$ cat src/core/lcis_map.svh
// Purpose: register offsets, field positions and select codes of the cell input side
// Assumes: byte addresses on an 8-bit Wishbone address, one 32-bit word per register
// Notes:   definitions only
`ifndef LCIS_MAP_SVH
`define LCIS_MAP_SVH

// register byte offsets
`define LCIS_OFF_SEL       8'h00
`define LCIS_OFF_GLSL      8'h04
`define LCIS_OFF_GLSH      8'h08
`define LCIS_OFF_POL       8'h0c
`define LCIS_OFF_STAT      8'h10

// reset values
`define LCIS_RST_16        16'h0000
`define LCIS_RST_POL       4'h0

// source select field positions (3 bits each, bit above unimplemented)
`define LCIS_MUX1_LSB      0
`define LCIS_MUX2_LSB      4
`define LCIS_MUX3_LSB      8
`define LCIS_MUX4_LSB      12
`define LCIS_SEL_IMPL      16'h7777

// select codes
`define LCIS_CODE0         3'h0
`define LCIS_CODE1         3'h1
`define LCIS_CODE2         3'h2
`define LCIS_CODE3         3'h3
`define LCIS_CODE4         3'h4
`define LCIS_CODE5         3'h5
`define LCIS_CODE6         3'h6
`define LCIS_CODE7         3'h7

// positions in the synchronised asynchronous input vector
`define LCIS_AS_PIN_A      0
`define LCIS_AS_PIN_B      1
`define LCIS_AS_PIN_C      2
`define LCIS_AS_PIN_D      3
`define LCIS_AS_PCMP1      4
`define LCIS_AS_SCMP1      5
`define LCIS_AS_SCMP2      6
`define LCIS_AS_SCMP3      7
`define LCIS_AS_RCELL2     8
`define LCIS_AS_SYSCLK     9
`define LCIS_AS_RCCLK      10
`define LCIS_AS_REFCLK     11
`define LCIS_AS_N          12

`endif

$ cat src/core/lcis_pkg.sv
// Purpose: shared types of the cell input side
// Assumes: nothing
// Notes:   four data-source muxes of eight inputs each
package lcis_pkg;
   typedef logic [2:0]       lcis_code_t;
   typedef logic [7:0]       lcis_srcvec_t;
   typedef lcis_code_t [3:0] lcis_codes_t;
   typedef lcis_srcvec_t [3:0] lcis_srcs_t;
endpackage

$ cat src/core/lcis_src_if.sv
// Purpose: carries select codes, candidate sources and mux outputs
// Assumes: single clock domain, purely combinational content
// Notes:   index 0 is mux 1
`timescale 1ns/10ps
interface lcis_src_if;
   lcis_pkg::lcis_codes_t sel;
   lcis_pkg::lcis_srcs_t  src;
   logic [3:0]            out;

   modport ctrl
   (
      output sel,
      output src,
      input  out
   );
   modport mux
   (
      input  sel,
      input  src,
      output out
   );
endinterface

$ cat src/core/lcis_mux.sv
// Purpose: the four eight-way data-source selectors
// Assumes: reserved positions already tied low by the caller
// Notes:   combinational, no state
`timescale 1ns/10ps
module lcis_mux
(
   // source side
   lcis_src_if.mux sp
);
   always_comb
   begin
      for (int m = 0; m < 4; m++)
      begin
         sp.out[m] = sp.src[m][sp.sel[m]];
      end
   end
endmodule

$ cat src/core/lcis_top.sv
// Purpose: input side of a configurable logic cell: source muxes and input gates
// Assumes: 20 MHz clk_i, classic Wishbone slave, same-clock peripheral inputs
// Notes:   pins, comparators, clocks and the other core's cell pass two flops first
//
// Overview of operation
// - primary mux 3 codes 7..0: cap4 flag, cap3 flag, cell4, rx, spi out, scmp1, cell1, pin C
// - secondary mux 3 uses the same codes with its own units and pins
// - primary mux 2: cap2 flag, cap1 flag, reserved, reserved, tx, pcmp1, other cell2, pin B
// - secondary mux 2: own flags, reserved, own tx, primary cmp1, primary cell2, pin B
// - primary mux 1: aux4, aux2, scmp3, refclk, rc clock, cell3, system clock, pin A
// - secondary mux 1 same order with own sources, code 5 still secondary cmp3
// - mux 4: aux3, aux1, pin D, reserved, spi in, scmp2, cell2, pwm event A
// - spi input and output choices count only when routed through pin selection
// - gate 1 enables are low-select bits 7..0, source 4 first, true above negated
// - gate 2 enables are low-select bits 15..8 in the same order
// - gate 3 enables are high-select bits 7..0 in the same order
// - gate 4 enables are high-select bits 15..8 in the same order
// - negated enable passes inverted mux output, true enable the plain one, zero excludes
// - source-select bits 15, 11, 7, 3 read zero; fields sit below them
// - each mux offers its true and inverted output to every gate
// - gates OR enabled signals; none enabled gives a constant set by polarity
// - polarity bit one inverts the gate output, zero passes it
`timescale 1ns/10ps
`include "lcis_map.svh"
module lcis_top
(
   // clock and reset
   input  wire logic        clk_i,
   input  wire logic        rst_i,
   // wishbone slave
   input  wire logic        wb_cyc_i,
   input  wire logic        wb_stb_i,
   input  wire logic        wb_we_i,
   input  wire logic [7:0]  wb_adr_i,
   input  wire logic [3:0]  wb_sel_i,
   input  wire logic [31:0] wb_dat_i,
   output logic      [31:0] wb_dat_o,
   output logic             wb_ack_o,
   // asynchronous sources
   input  wire logic        cell_pin_a_i,
   input  wire logic        cell_pin_b_i,
   input  wire logic        cell_pin_c_i,
   input  wire logic        cell_pin_d_i,
   input  wire logic        primary_cmp1_i,
   input  wire logic        secondary_cmp1_i,
   input  wire logic        secondary_cmp2_i,
   input  wire logic        secondary_cmp3_i,
   input  wire logic        remote_cell2_i,
   input  wire logic        instruction_cycle_clock_i,
   input  wire logic        internal_rc_clock_i,
   input  wire logic        reference_clock_out_i,
   // same-clock sources
   input  wire logic [3:0]  capture_event_flag_i,
   input  wire logic [3:0]  capture_aux_i,
   input  wire logic [3:0]  cell_out_i,
   input  wire logic        uart1_rx_i,
   input  wire logic        uart1_tx_i,
   input  wire logic        spi1_sdo_i,
   input  wire logic        spi1_sdi_i,
   input  wire logic        spi1_sdo_routed_i,
   input  wire logic        spi1_sdi_routed_i,
   input  wire logic        pwm_event_a_i,
   // gate outputs towards the logic function, registered mux outputs
   output logic      [3:0]  gate_o,
   output logic      [3:0]  mux_o
);

   ////////////////////////////////////////////////////////////////////////////////
   // helpers

   function automatic logic gate_eval(input logic [7:0] en, input logic [3:0] m);
      logic [7:0] cand;
      cand = {m[3], ~m[3], m[2], ~m[2], m[1], ~m[1], m[0], ~m[0]};
      return |(en & cand);
   endfunction

   function automatic logic [15:0] lane_write(input logic [15:0] old,
                                              input logic [15:0] din,
                                              input logic [1:0]  be);
      logic [15:0] res;
      res = old;
      if (be[0])
      begin
         res[7:0] = din[7:0];
      end
      if (be[1])
      begin
         res[15:8] = din[15:8];
      end
      return res;
   endfunction

   ////////////////////////////////////////////////////////////////////////////////
   // synchronisers for inputs from other domains

   logic [`LCIS_AS_N-1:0] async_in;
   logic [`LCIS_AS_N-1:0] meta_reg;
   logic [`LCIS_AS_N-1:0] sync_reg;

   always_comb
   begin
      async_in                  = '0;
      async_in[`LCIS_AS_PIN_A]  = cell_pin_a_i;
      async_in[`LCIS_AS_PIN_B]  = cell_pin_b_i;
      async_in[`LCIS_AS_PIN_C]  = cell_pin_c_i;
      async_in[`LCIS_AS_PIN_D]  = cell_pin_d_i;
      async_in[`LCIS_AS_PCMP1]  = primary_cmp1_i;
      async_in[`LCIS_AS_SCMP1]  = secondary_cmp1_i;
      async_in[`LCIS_AS_SCMP2]  = secondary_cmp2_i;
      async_in[`LCIS_AS_SCMP3]  = secondary_cmp3_i;
      async_in[`LCIS_AS_RCELL2] = remote_cell2_i;
      async_in[`LCIS_AS_SYSCLK] = instruction_cycle_clock_i;
      async_in[`LCIS_AS_RCCLK]  = internal_rc_clock_i;
      async_in[`LCIS_AS_REFCLK] = reference_clock_out_i;
   end

   // clock sources above 10 MHz alias here; they are sampled, not used as clocks
   always_ff @(posedge clk_i)
   begin
      if (rst_i)
      begin
         meta_reg <= '0;
         sync_reg <= '0;
      end
      else
      begin
         meta_reg <= async_in;
         sync_reg <= meta_reg;
      end
   end

   ////////////////////////////////////////////////////////////////////////////////
   // registers

   logic [15:0] src_sel_reg;
   logic [15:0] gl_low_reg;
   logic [15:0] gl_high_reg;
   logic [3:0]  pol_reg;
   logic        access;
   logic        wr_now;
   logic [7:0]  byte_adr;
   logic [31:0] rd_next;

   assign access   = wb_cyc_i & wb_stb_i;
   assign wr_now   = access & wb_we_i & wb_ack_o;
   assign byte_adr = {wb_adr_i[7:2], 2'b00};

   always_ff @(posedge clk_i)
   begin
      if (rst_i)
      begin
         src_sel_reg <= `LCIS_RST_16;
      end
      else if (wr_now && byte_adr == `LCIS_OFF_SEL)
      begin
         src_sel_reg <= lane_write(src_sel_reg, wb_dat_i[15:0], wb_sel_i[1:0])
                        & `LCIS_SEL_IMPL;
      end
   end

   always_ff @(posedge clk_i)
   begin
      if (rst_i)
      begin
         gl_low_reg <= `LCIS_RST_16;
      end
      else if (wr_now && byte_adr == `LCIS_OFF_GLSL)
      begin
         gl_low_reg <= lane_write(gl_low_reg, wb_dat_i[15:0], wb_sel_i[1:0]);
      end
   end

   always_ff @(posedge clk_i)
   begin
      if (rst_i)
      begin
         gl_high_reg <= `LCIS_RST_16;
      end
      else if (wr_now && byte_adr == `LCIS_OFF_GLSH)
      begin
         gl_high_reg <= lane_write(gl_high_reg, wb_dat_i[15:0], wb_sel_i[1:0]);
      end
   end

   always_ff @(posedge clk_i)
   begin
      if (rst_i)
      begin
         pol_reg <= `LCIS_RST_POL;
      end
      else if (wr_now && byte_adr == `LCIS_OFF_POL && wb_sel_i[0])
      begin
         pol_reg <= wb_dat_i[3:0];
      end
   end

   always_comb
   begin
      case (byte_adr)
         `LCIS_OFF_SEL:  rd_next = {16'h0000, src_sel_reg & `LCIS_SEL_IMPL};
         `LCIS_OFF_GLSL: rd_next = {16'h0000, gl_low_reg};
         `LCIS_OFF_GLSH: rd_next = {16'h0000, gl_high_reg};
         `LCIS_OFF_POL:  rd_next = {28'h0000000, pol_reg};
         `LCIS_OFF_STAT: rd_next = {24'h000000, mux_o, gate_o};
         default:        rd_next = 32'h00000000;
      endcase
   end

   // one wait state: ack one edge after the request, dropped the edge after
   always_ff @(posedge clk_i)
   begin
      if (rst_i)
      begin
         wb_ack_o <= 1'b0;
         wb_dat_o <= 32'h00000000;
      end
      else
      begin
         wb_ack_o <= access & ~wb_ack_o;
         if (access && !wb_ack_o)
         begin
            wb_dat_o <= rd_next;
         end
      end
   end

   ////////////////////////////////////////////////////////////////////////////////
   // data-source candidates

   lcis_src_if sp ();
   lcis_pkg::lcis_srcs_t src_vec;

   assign sp.sel[0] = src_sel_reg[`LCIS_MUX1_LSB +: 3];
   assign sp.sel[1] = src_sel_reg[`LCIS_MUX2_LSB +: 3];
   assign sp.sel[2] = src_sel_reg[`LCIS_MUX3_LSB +: 3];
   assign sp.sel[3] = src_sel_reg[`LCIS_MUX4_LSB +: 3];
   assign sp.src    = src_vec;

   // port naming already makes the primary and secondary maps identical
   always_comb
   begin
      src_vec = '0;
      // mux 1
      src_vec[0][`LCIS_CODE7] = capture_aux_i[3];
      src_vec[0][`LCIS_CODE6] = capture_aux_i[1];
      src_vec[0][`LCIS_CODE5] = sync_reg[`LCIS_AS_SCMP3];
      src_vec[0][`LCIS_CODE4] = sync_reg[`LCIS_AS_REFCLK];
      src_vec[0][`LCIS_CODE3] = sync_reg[`LCIS_AS_RCCLK];
      src_vec[0][`LCIS_CODE2] = cell_out_i[2];
      src_vec[0][`LCIS_CODE1] = sync_reg[`LCIS_AS_SYSCLK];
      src_vec[0][`LCIS_CODE0] = sync_reg[`LCIS_AS_PIN_A];
      // mux 2
      src_vec[1][`LCIS_CODE7] = capture_event_flag_i[1];
      src_vec[1][`LCIS_CODE6] = capture_event_flag_i[0];
      src_vec[1][`LCIS_CODE5] = 1'b0;
      src_vec[1][`LCIS_CODE4] = 1'b0;
      src_vec[1][`LCIS_CODE3] = uart1_tx_i;
      src_vec[1][`LCIS_CODE2] = sync_reg[`LCIS_AS_PCMP1];
      src_vec[1][`LCIS_CODE1] = sync_reg[`LCIS_AS_RCELL2];
      src_vec[1][`LCIS_CODE0] = sync_reg[`LCIS_AS_PIN_B];
      // mux 3
      src_vec[2][`LCIS_CODE7] = capture_event_flag_i[3];
      src_vec[2][`LCIS_CODE6] = capture_event_flag_i[2];
      src_vec[2][`LCIS_CODE5] = cell_out_i[3];
      src_vec[2][`LCIS_CODE4] = uart1_rx_i;
      src_vec[2][`LCIS_CODE3] = spi1_sdo_i & spi1_sdo_routed_i;
      src_vec[2][`LCIS_CODE2] = sync_reg[`LCIS_AS_SCMP1];
      src_vec[2][`LCIS_CODE1] = cell_out_i[0];
      src_vec[2][`LCIS_CODE0] = sync_reg[`LCIS_AS_PIN_C];
      // mux 4
      src_vec[3][`LCIS_CODE7] = capture_aux_i[2];
      src_vec[3][`LCIS_CODE6] = capture_aux_i[0];
      src_vec[3][`LCIS_CODE5] = sync_reg[`LCIS_AS_PIN_D];
      src_vec[3][`LCIS_CODE4] = 1'b0;
      src_vec[3][`LCIS_CODE3] = spi1_sdi_i & spi1_sdi_routed_i;
      src_vec[3][`LCIS_CODE2] = sync_reg[`LCIS_AS_SCMP2];
      src_vec[3][`LCIS_CODE1] = cell_out_i[1];
      src_vec[3][`LCIS_CODE0] = pwm_event_a_i;
   end

   lcis_mux u_mux
   (
      .sp (sp.mux)
   );

   ////////////////////////////////////////////////////////////////////////////////
   // input gates; registered so the outputs come straight from flops

   always_ff @(posedge clk_i)
   begin
      if (rst_i)
      begin
         gate_o <= 4'h0;
         mux_o  <= 4'h0;
      end
      else
      begin
         mux_o     <= sp.out;
         gate_o[0] <= gate_eval(gl_low_reg[7:0], sp.out) ^ pol_reg[0];
         gate_o[1] <= gate_eval(gl_low_reg[15:8], sp.out) ^ pol_reg[1];
         gate_o[2] <= gate_eval(gl_high_reg[7:0], sp.out) ^ pol_reg[2];
         gate_o[3] <= gate_eval(gl_high_reg[15:8], sp.out) ^ pol_reg[3];
      end
   end

   ////////////////////////////////////////////////////////////////////////////////
   // checks

   property p_mux3_cell4;
      @(posedge clk_i) disable iff (rst_i)
      sp.sel[2] == `LCIS_CODE5 |-> sp.out[2] == cell_out_i[3];
   endproperty
   a_mux3_cell4: assert property (p_mux3_cell4)
      else $error("mux 3 code 5 does not pass cell 4");

   property p_mux3_pin;
      @(posedge clk_i) disable iff (rst_i)
      sp.sel[2] == `LCIS_CODE0 |-> sp.out[2] == sync_reg[`LCIS_AS_PIN_C];
   endproperty
   a_mux3_pin: assert property (p_mux3_pin)
      else $error("mux 3 code 0 does not pass pin C");

   property p_mux2_rsvd;
      @(posedge clk_i) disable iff (rst_i)
      (sp.sel[1] == `LCIS_CODE5 || sp.sel[1] == `LCIS_CODE4) |-> !sp.out[1];
   endproperty
   a_mux2_rsvd: assert property (p_mux2_rsvd)
      else $error("reserved mux 2 code not low");

   property p_mux2_cmp;
      @(posedge clk_i) disable iff (rst_i)
      sp.sel[1] == `LCIS_CODE2 |-> sp.out[1] == sync_reg[`LCIS_AS_PCMP1];
   endproperty
   a_mux2_cmp: assert property (p_mux2_cmp)
      else $error("mux 2 code 2 does not pass comparator 1");

   property p_mux2_cell;
      @(posedge clk_i) disable iff (rst_i)
      sp.sel[1] == `LCIS_CODE1 |-> sp.out[1] == sync_reg[`LCIS_AS_RCELL2];
   endproperty
   a_mux2_cell: assert property (p_mux2_cell)
      else $error("mux 2 code 1 does not pass the other cell 2");

   property p_mux1_sys;
      @(posedge clk_i) disable iff (rst_i)
      sp.sel[0] == `LCIS_CODE1 |-> sp.out[0] == sync_reg[`LCIS_AS_SYSCLK];
   endproperty
   a_mux1_sys: assert property (p_mux1_sys)
      else $error("mux 1 code 1 does not pass system clock");

   property p_mux1_cmp3;
      @(posedge clk_i) disable iff (rst_i)
      sp.sel[0] == `LCIS_CODE5 |-> sp.out[0] == sync_reg[`LCIS_AS_SCMP3];
   endproperty
   a_mux1_cmp3: assert property (p_mux1_cmp3)
      else $error("mux 1 code 5 does not pass comparator 3");

   property p_mux4_pin;
      @(posedge clk_i) disable iff (rst_i)
      sp.sel[3] == `LCIS_CODE5 |-> sp.out[3] == sync_reg[`LCIS_AS_PIN_D];
   endproperty
   a_mux4_pin: assert property (p_mux4_pin)
      else $error("mux 4 code 5 does not pass pin D");

   property p_spi_gate;
      @(posedge clk_i) disable iff (rst_i)
      (sp.sel[2] == `LCIS_CODE3 && !spi1_sdo_routed_i) |-> !sp.out[2];
   endproperty
   a_spi_gate: assert property (p_spi_gate)
      else $error("unrouted spi output reached mux 3");

   property p_gate1_true;
      @(posedge clk_i) disable iff (rst_i)
      (gl_low_reg[7:0] == 8'h02 && !pol_reg[0]) |=> gate_o[0] == $past(sp.out[0]);
   endproperty
   a_gate1_true: assert property (p_gate1_true)
      else $error("gate 1 true source 1 wrong");

   property p_gate2_inv;
      @(posedge clk_i) disable iff (rst_i)
      (gl_low_reg[15:8] == 8'h01 && !pol_reg[1]) |=> gate_o[1] == !$past(sp.out[0]);
   endproperty
   a_gate2_inv: assert property (p_gate2_inv)
      else $error("gate 2 negated source 1 wrong");

   property p_gate3_src4;
      @(posedge clk_i) disable iff (rst_i)
      (gl_high_reg[7:0] == 8'h80 && !pol_reg[2]) |=> gate_o[2] == $past(sp.out[3]);
   endproperty
   a_gate3_src4: assert property (p_gate3_src4)
      else $error("gate 3 true source 4 wrong");

   property p_gate4_inv4;
      @(posedge clk_i) disable iff (rst_i)
      (gl_high_reg[15:8] == 8'h40 && !pol_reg[3]) |=> gate_o[3] == !$past(sp.out[3]);
   endproperty
   a_gate4_inv4: assert property (p_gate4_inv4)
      else $error("gate 4 negated source 4 wrong");

   property p_gate_empty;
      @(posedge clk_i) disable iff (rst_i)
      gl_low_reg[7:0] == 8'h00 |=> gate_o[0] == $past(pol_reg[0]);
   endproperty
   a_gate_empty: assert property (p_gate_empty)
      else $error("empty gate 1 not at polarity constant");

   property p_gate_pol;
      @(posedge clk_i) disable iff (rst_i)
      gl_high_reg[15:8] == 8'h03 |=> gate_o[3] == !$past(pol_reg[3]);
   endproperty
   a_gate_pol: assert property (p_gate_pol)
      else $error("gate 4 polarity not applied");

   property p_sel_read;
      @(posedge clk_i) disable iff (rst_i)
      (access && !wb_ack_o && !wb_we_i && byte_adr == `LCIS_OFF_SEL)
      |=> wb_ack_o && !wb_dat_o[15] && !wb_dat_o[11] && !wb_dat_o[7] && !wb_dat_o[3];
   endproperty
   a_sel_read: assert property (p_sel_read)
      else $error("source select read shows unimplemented bits");

   property p_ack_pulse;
      @(posedge clk_i) disable iff (rst_i)
      wb_ack_o |=> !wb_ack_o;
   endproperty
   a_ack_pulse: assert property (p_ack_pulse)
      else $error("ack held longer than one cycle");

endmodule

$ cat config.mk
export PLATFORM = sky130hd
export DESIGN_NAME = lcis_top
export DESIGN_NICKNAME = d
export VERILOG_FILES = /design/src/core/lcis_pkg.sv /design/src/core/lcis_src_if.sv /design/src/core/lcis_mux.sv /design/src/core/lcis_top.sv
export VERILOG_INCLUDE_DIRS = /design/src /design/src/core
export SDC_FILE = /design/constraint.sdc
export NUM_CORES = 1
export LEC_CHECK = 0
export BUFFER_PORTS_ARGS = -buffer_cell sky130_fd_sc_hd__buf_2
export CAP_MARGIN = 25
export CORE_MARGIN = 5
export CORE_UTILIZATION = 40
export CTS_BUF_LIST = sky130_fd_sc_hd__clkbuf_8
export DETAILED_ROUTE_END_ITERATION = 8
export HOLD_SLACK_MARGIN = 0.1
export PLACE_DENSITY = 0.62
export SKIP_LAST_GASP = 1
export SLEW_MARGIN = 10
export SYNTH_ARGS = -nofsm -noshare
export SYNTH_HDL_FRONTEND = slang
export SYNTH_HIERARCHICAL = 1
export SYNTH_SLANG_ARGS = --single-unit
$ cat constraint.sdc
create_clock -name clk_i -period 3.1 [get_ports clk_i]
set_clock_uncertainty 0.2 [all_clocks]
set_input_delay 0.775 -clock clk_i [delete_from_list [all_inputs] [get_ports clk_i]]
set_output_delay 0.775 -clock clk_i [all_outputs]
set_load 0.02 [all_outputs]
==> flow_summary.ini, run 1 <==
[status]
outcome = complete, no violations

[drt]
ant_nets = 0
viasPerCell = 4.96
wl_per_cell_um = 15.9
routed_wl_mm = 10.0
via_count = 3112
drc = 0
drt_iter0_drc = 126
drt_pass1_iterations = 4

[place]
hpwlAfterDp_mm = 7.36
place_congestion = 0.781
place_area_mm2 = 0.00477
portBuffers = 84

[power_and_ir_drop]
p_sw_share_pct = 21.7
p_int_mw = 1.94
switchingPower_mw = 0.540
p_per_area_mw_per_mm2 = 494
ir_drop_mv = 0.255
clockPowerShare_pct = 41.9
seqPwrFrac_pct = 51.2
p_leak_nw = 2.47
total_power_mw = 2.48
combPwrFrac_pct = 7.0

[floorplanning]
std_cell_rows = 37
core_mm2 = 0.0103
io_pins = 121
die-area_mm2 = 0.0128
dieWidth_um = 113
start_util_pct = 41.2
die_h_um = 113

[global_routing]
grt_max_degree = 85
antenna_found_initial = 0
grt_pass1_vias = 3059
grt_pass1_wl_mm = 15.9
grt_usage_pct = 15.9
globalRouteOverflowTotal = 0

[sta]
setup_viol = 0
period_share_pct = 79.7
slew_violations = 0
max_slew.worst_pin.slew_ps = 870
fin_setup_tns_ps = 0
hold_ws_ps = 239
fmax_mhz = 405
hold_viol_final = 0
relSlewSlack_pct = 42.0
finalCriticalPeriod_ps = 2470
rsz0062_at_grt = no

[clock_tree]
cts_resized = 0
cts-buffers-inserted = 9
root_buffer = clkbuf_8
cts_buffer_depth = 2
cts.sinks = 97
clock_latency_ps = 360
path_clk_slew_ps = 90
cts_hold_buf = 0
htree_levels = 3
cts_tree = yes
cts_setup_buffers = 0

[final_layout]
mostFrequentLayoutCells = dfxtp_1 (97), buf_2 (84), mux2i_1 (71)
final_nets = 567
layout_commonest_cell = dfxtp_1
drive_gt1_share_pct = 26.4
fin_util_pct = 48.7
insertedDiodeCount = 0
final_area_mm2 = 0.00503
area_growth_pct = 18.3

[worst_setup_path]
crit_path_start = spi1_sdi_i
critPathKind = in -> reg
r2r_start = src_sel_reg[12]
critPathMaxFanout = 5
worstRegToRegCells = 6
endpoint_kind = flop
cp_data_arrival_time_ps = 2490
worstPathRequired_ps = 3120
timing.rr.end = gate_o[3]
critPathLaunchType = primary input
endpoint = gate_o[3]
r2r_slack_ps = 760

[synth]
yosysWarnings = 6
postSynthAreaPerCell_um2 = 10.5
yosys-top-cells-area = dfxtp_1 (46%), mux2i_1 (17%), nor2_1 (5.5%)
synth_top_area_share_pct = 45.7
syn_inst = 403
syn_area_mm2 = 0.00425
synth_seq_cells = 97
async_flop_share_pct = 0
synth_top_area_cell = dfxtp_1
yosysUniqueCellTypes = 38
synth_edf_count = 0
yosysSeqAreaShare_pct = 45.7
synth-main-ff-cell = dfxtp_1

[job]
cap_violations = 0

[min_path]
min_path_type = reg -> reg
worstHoldStart = meta_reg[9]
[metal layers]
| layer | wire length (um) | global-route usage, % |
|---|---|---|
| met1 | 4800 | 22.5 |
| met2 | 4470 | 23.5 |
| met3 | 615 | 3.42 |
| met4 | 116 | 6.57 |
| met5 | 0 | 0 |
[kinds of logic (layout without fill, tap and decap cells)]
logic type | after synthesis | in the layout | share of synthesized area [%]
AOI/OAI and AO/OA | 37 | 37 | 6.54
muxes | 92 | 92 | 25.1
other | 1 | 19 | 0.0883
and+or+nand+nor | 132 | 132 | 16.7
DFF | 97 | 97 | 45.7
buffers and inverters | 40 | 111 | 5.06
xor gates and xnor gates | 4 | 4 | 0.824
[worst min-delay path by stage]
stage               slack, ps  depth (start not counted)           to
finish                    240                          1  sync_reg[9]
global route              260                          1  sync_reg[4]
CTS                       240                          1  sync_reg[7]
detailed placement        220                          1  sync_reg[7]
global placement          220                          1  sync_reg[0]
floorplan                 210                          1  sync_reg[0]
[power by group through the flow]
stage / Clock, mW / Sequential, mW / Combinational [mW]
global route: 1.12 / 1.27 / 0.188
finish: 1.04 / 1.27 / 0.173
global placement: 0 / 1.30 / 0.170
detailed placement: 0 / 1.30 / 0.172
floorplan: 0 / 1.30 / 0.110
CTS: 1.06 / 1.27 / 0.173
[synthesized netlist by cell type, drive strengths merged, types with 4 or more instances]
master and instances:
a22o 10, buf 19, clkbuf 19, dfxtp 97, mux2 13, mux2i 71
mux4 8, nand2 12, nand3 4, nand4 10, nor2 62, nor2b 31
o21ai 8, xnor2 4
[worst max-delay path: stages]
cell	delay [ps]
buf_2	90
and2_1	130
mux4_1	500
mux2_2	390
mux2i_1	210
nand4_1	170
xnor2_1	160
nor2_1	50
[stage by stage]
stage                     instances  setup WS (ps)
final                           628            630
after global routing            628            513
after CTS                       628            632
after detailed placement        612            246
after global placement          612            266
after floorplan                 421            522
[layout make-up]
type	count	area (um2)
Tap cell	136	170
Timing Repair Buffer	93	488
Clock inverter	7	135
Multi-Input combinational cell	284	2160
Fill cell	1006	5300
Clock buffer	9	124
Sequential cell	97	1940
Inverter	2	7.51
Note: power is estimated with default switching activity, not from simulation.
==> inputs of run 2 (changes only) <==
==> constraint.sdc (replaced) <==
create_clock -name clk_i -period 2.4 [get_ports clk_i]
set_clock_uncertainty 0.2 [all_clocks]
set_input_delay 0.6 -clock clk_i [delete_from_list [all_inputs] [get_ports clk_i]]
set_output_delay 0.6 -clock clk_i [all_outputs]
set_load 0.02 [all_outputs]
==> run 2 against run 1 <==
  * First-iteration DRC count is 28% higher
  * Count of clock-buffer cells in the layout is 2 higher
  * Clock power hardly changed
  * Critical path depth is 2 lower
  * Sequential share of layout area is 0.51 points higher
  * Core utilization is 0.61 points lower
  * Non-clock buffer count stayed put
  * Combinational power is 29% higher
  * Wire length is 2.3% lower
  * Worst setup slack worse by 500 ps
==> flow_summary.ini, run 2 (synthesized netlist as in run 1, its figures left out) <==
[drt]
drt_pass1_iterations = 6
drt_iter0_drc = 161
routed_wl_mm = 9.77
via_count = 3091
wl_per_cell_um = 15.6
viasPerCell = 4.93
ant_nets = 0
drc = 0

[power_and_ir_drop]
combPwrFrac_pct = 7.7
clockPowerShare_pct = 36.1
seqPwrFrac_pct = 56.2
p_sw_share_pct = 23.0
p_leak_nw = 2.45
p_int_mw = 2.25
ir_drop_mv = 0.228
p_per_area_mw_per_mm2 = 588
total_power_mw = 2.92
switchingPower_mw = 0.672

[final_layout]
final_nets = 567
mostFrequentLayoutCells = dfxtp_1 (96), buf_2 (84), mux2i_1 (71)
multiInputGateArea_mm2 = 0.00216
num-fill-cells = 976
insertedDiodeCount = 0
drive_gt1_share_pct = 26.7
layout_commonest_cell = dfxtp_1
area_growth_pct = 16.8
final_area_mm2 = 0.00496
seqCellArea_mm2 = 0.00194

[clock_tree]
cts.sinks = 97
clock_latency_ps = 360
htree_levels = 3
root_buffer = clkbuf_8
cts_hold_buf = 0
cts_buffer_depth = 2
cts-buffers-inserted = 9
cts_tree = yes
path_clk_slew_ps = 80

[worst_setup_path]
timing.rr.end = gate_o[0]
crit_cells = 6
cp_data_arrival_time_ps = 2280
r2r_slack_ps = 130
path_cells = mux4_1 > mux2_2 > mux2i_1 > nand4_1 > xnor2_1 > nor2_1
endpoint = gate_o[0]
critPathLaunchType = flop
slowest_delay_ps = 570
crit_path_start = src_sel_reg[8]
critPathKind = reg -> reg
cp_top_family = multiplexers
r2r_start = src_sel_reg[8]
endpoint_kind = flop
worstPathRequired_ps = 2420
cpMaxStageDelayCell = mux4_1
crit_buf_inv = 0
worstRegToRegCells = 6
critPathMaxFanout = 5

[global_routing]
globalRouteOverflowTotal = 0
grt_max_degree = 84
antenna_found_initial = 0
grt_pass1_vias = 3106
grt_usage_pct = 15.6
grt_pass1_wl_mm = 15.8

[sta]
period_share_pct = 94.4
slew_violations = 0
hold_viol_final = 0
finalCriticalPeriod_ps = 2270
max_slew.worst_pin.slew_ps = 843
relSlewSlack_pct = 43.6
setup_viol = 0
rsz0062_at_grt = no
fmax_mhz = 441
hold_ws_ps = 236

[min_path]
holdPathStages = 1
min_path_type = reg -> reg

[floorplanning]
core_mm2 = 0.0103
std_cell_rows = 37
die-area_mm2 = 0.0128
die_h_um = 113
io_pins = 121
start_util_pct = 41.2
dieWidth_um = 113

[place]
portBuffers = 84
place_area_mm2 = 0.00477
hpwlAfterDp_mm = 7.31
place_congestion = 0.816

[status]
outcome = complete, no violations

[job]
cap_violations = 0
## run 2: cell count changes in the layout (fill, tap and decap cells not counted)
cell	before	now
clkinv_2	0	2
inv_1	4	3
clkinvlp_4	1	0
dfxtp_2	0	1
clkbuf_8	9	11
bufinv_16	4	1
dfxtp_1	97	96
## run 2: worst min-delay path by stage
stage / start / end / slack [ps]
2_1_floorplan: meta_reg[0] / sync_reg[0] / 210
3_5_place_dp: meta_reg[9] / sync_reg[9] / 230
6_report: meta_reg[9] / sync_reg[9] / 240
4_1_cts: secondary_cmp3_i / meta_reg[7] / 220
3_3_place_gp: meta_reg[0] / sync_reg[0] / 220
5_1_grt: cell_pin_c_i / meta_reg[2] / 220
## run 2: power by group through the flow
stage               Clock, mW  Sequential (mW)  Combinational [mW]
finish                   1.06             1.64               0.224
global route             1.16             1.64               0.245
CTS                      1.10             1.64               0.225
detailed placement          0             1.68               0.225
global placement            0             1.68               0.222
floorplan                   0             1.68               0.143
## run 2: through the flow
step                setup WS, ps  utilization, %  TNS, ps  std cells
floorplan                   22.4               -        0        421
global placement            -197            46.2     -758        612
detailed placement          -215            46.2     -876        612
CTS                          131            48.1        0        627
global route                7.92            48.1        0        627
finish                       134            48.1        0        627
## run 2: repair_timing
item / in CTS / in global routing
setup endpoints to repair: 0 / 1
resized for setup: 0 / 1
buffers inserted: 0 / 0
## run 2: final cells by class
cell class	instances	area share (%)
multi-input cells	284	43.5
repair buffers	93	9.83
flip-flops and latches	97	39.1
inverters	2	0.151
well taps	136	3.43
clock buffers	11	3.05
clock inverters	4	0.882
## run 2: routing by layer
| metal | wire [um] | GRT usage, % |
|---|---|---|
| met3 | 612 | 4.17 |
| met2 | 4280 | 23.8 |
| met4 | 189 | 6.41 |
| met1 | 4690 | 21.0 |
| met5 | 0 | 0 |
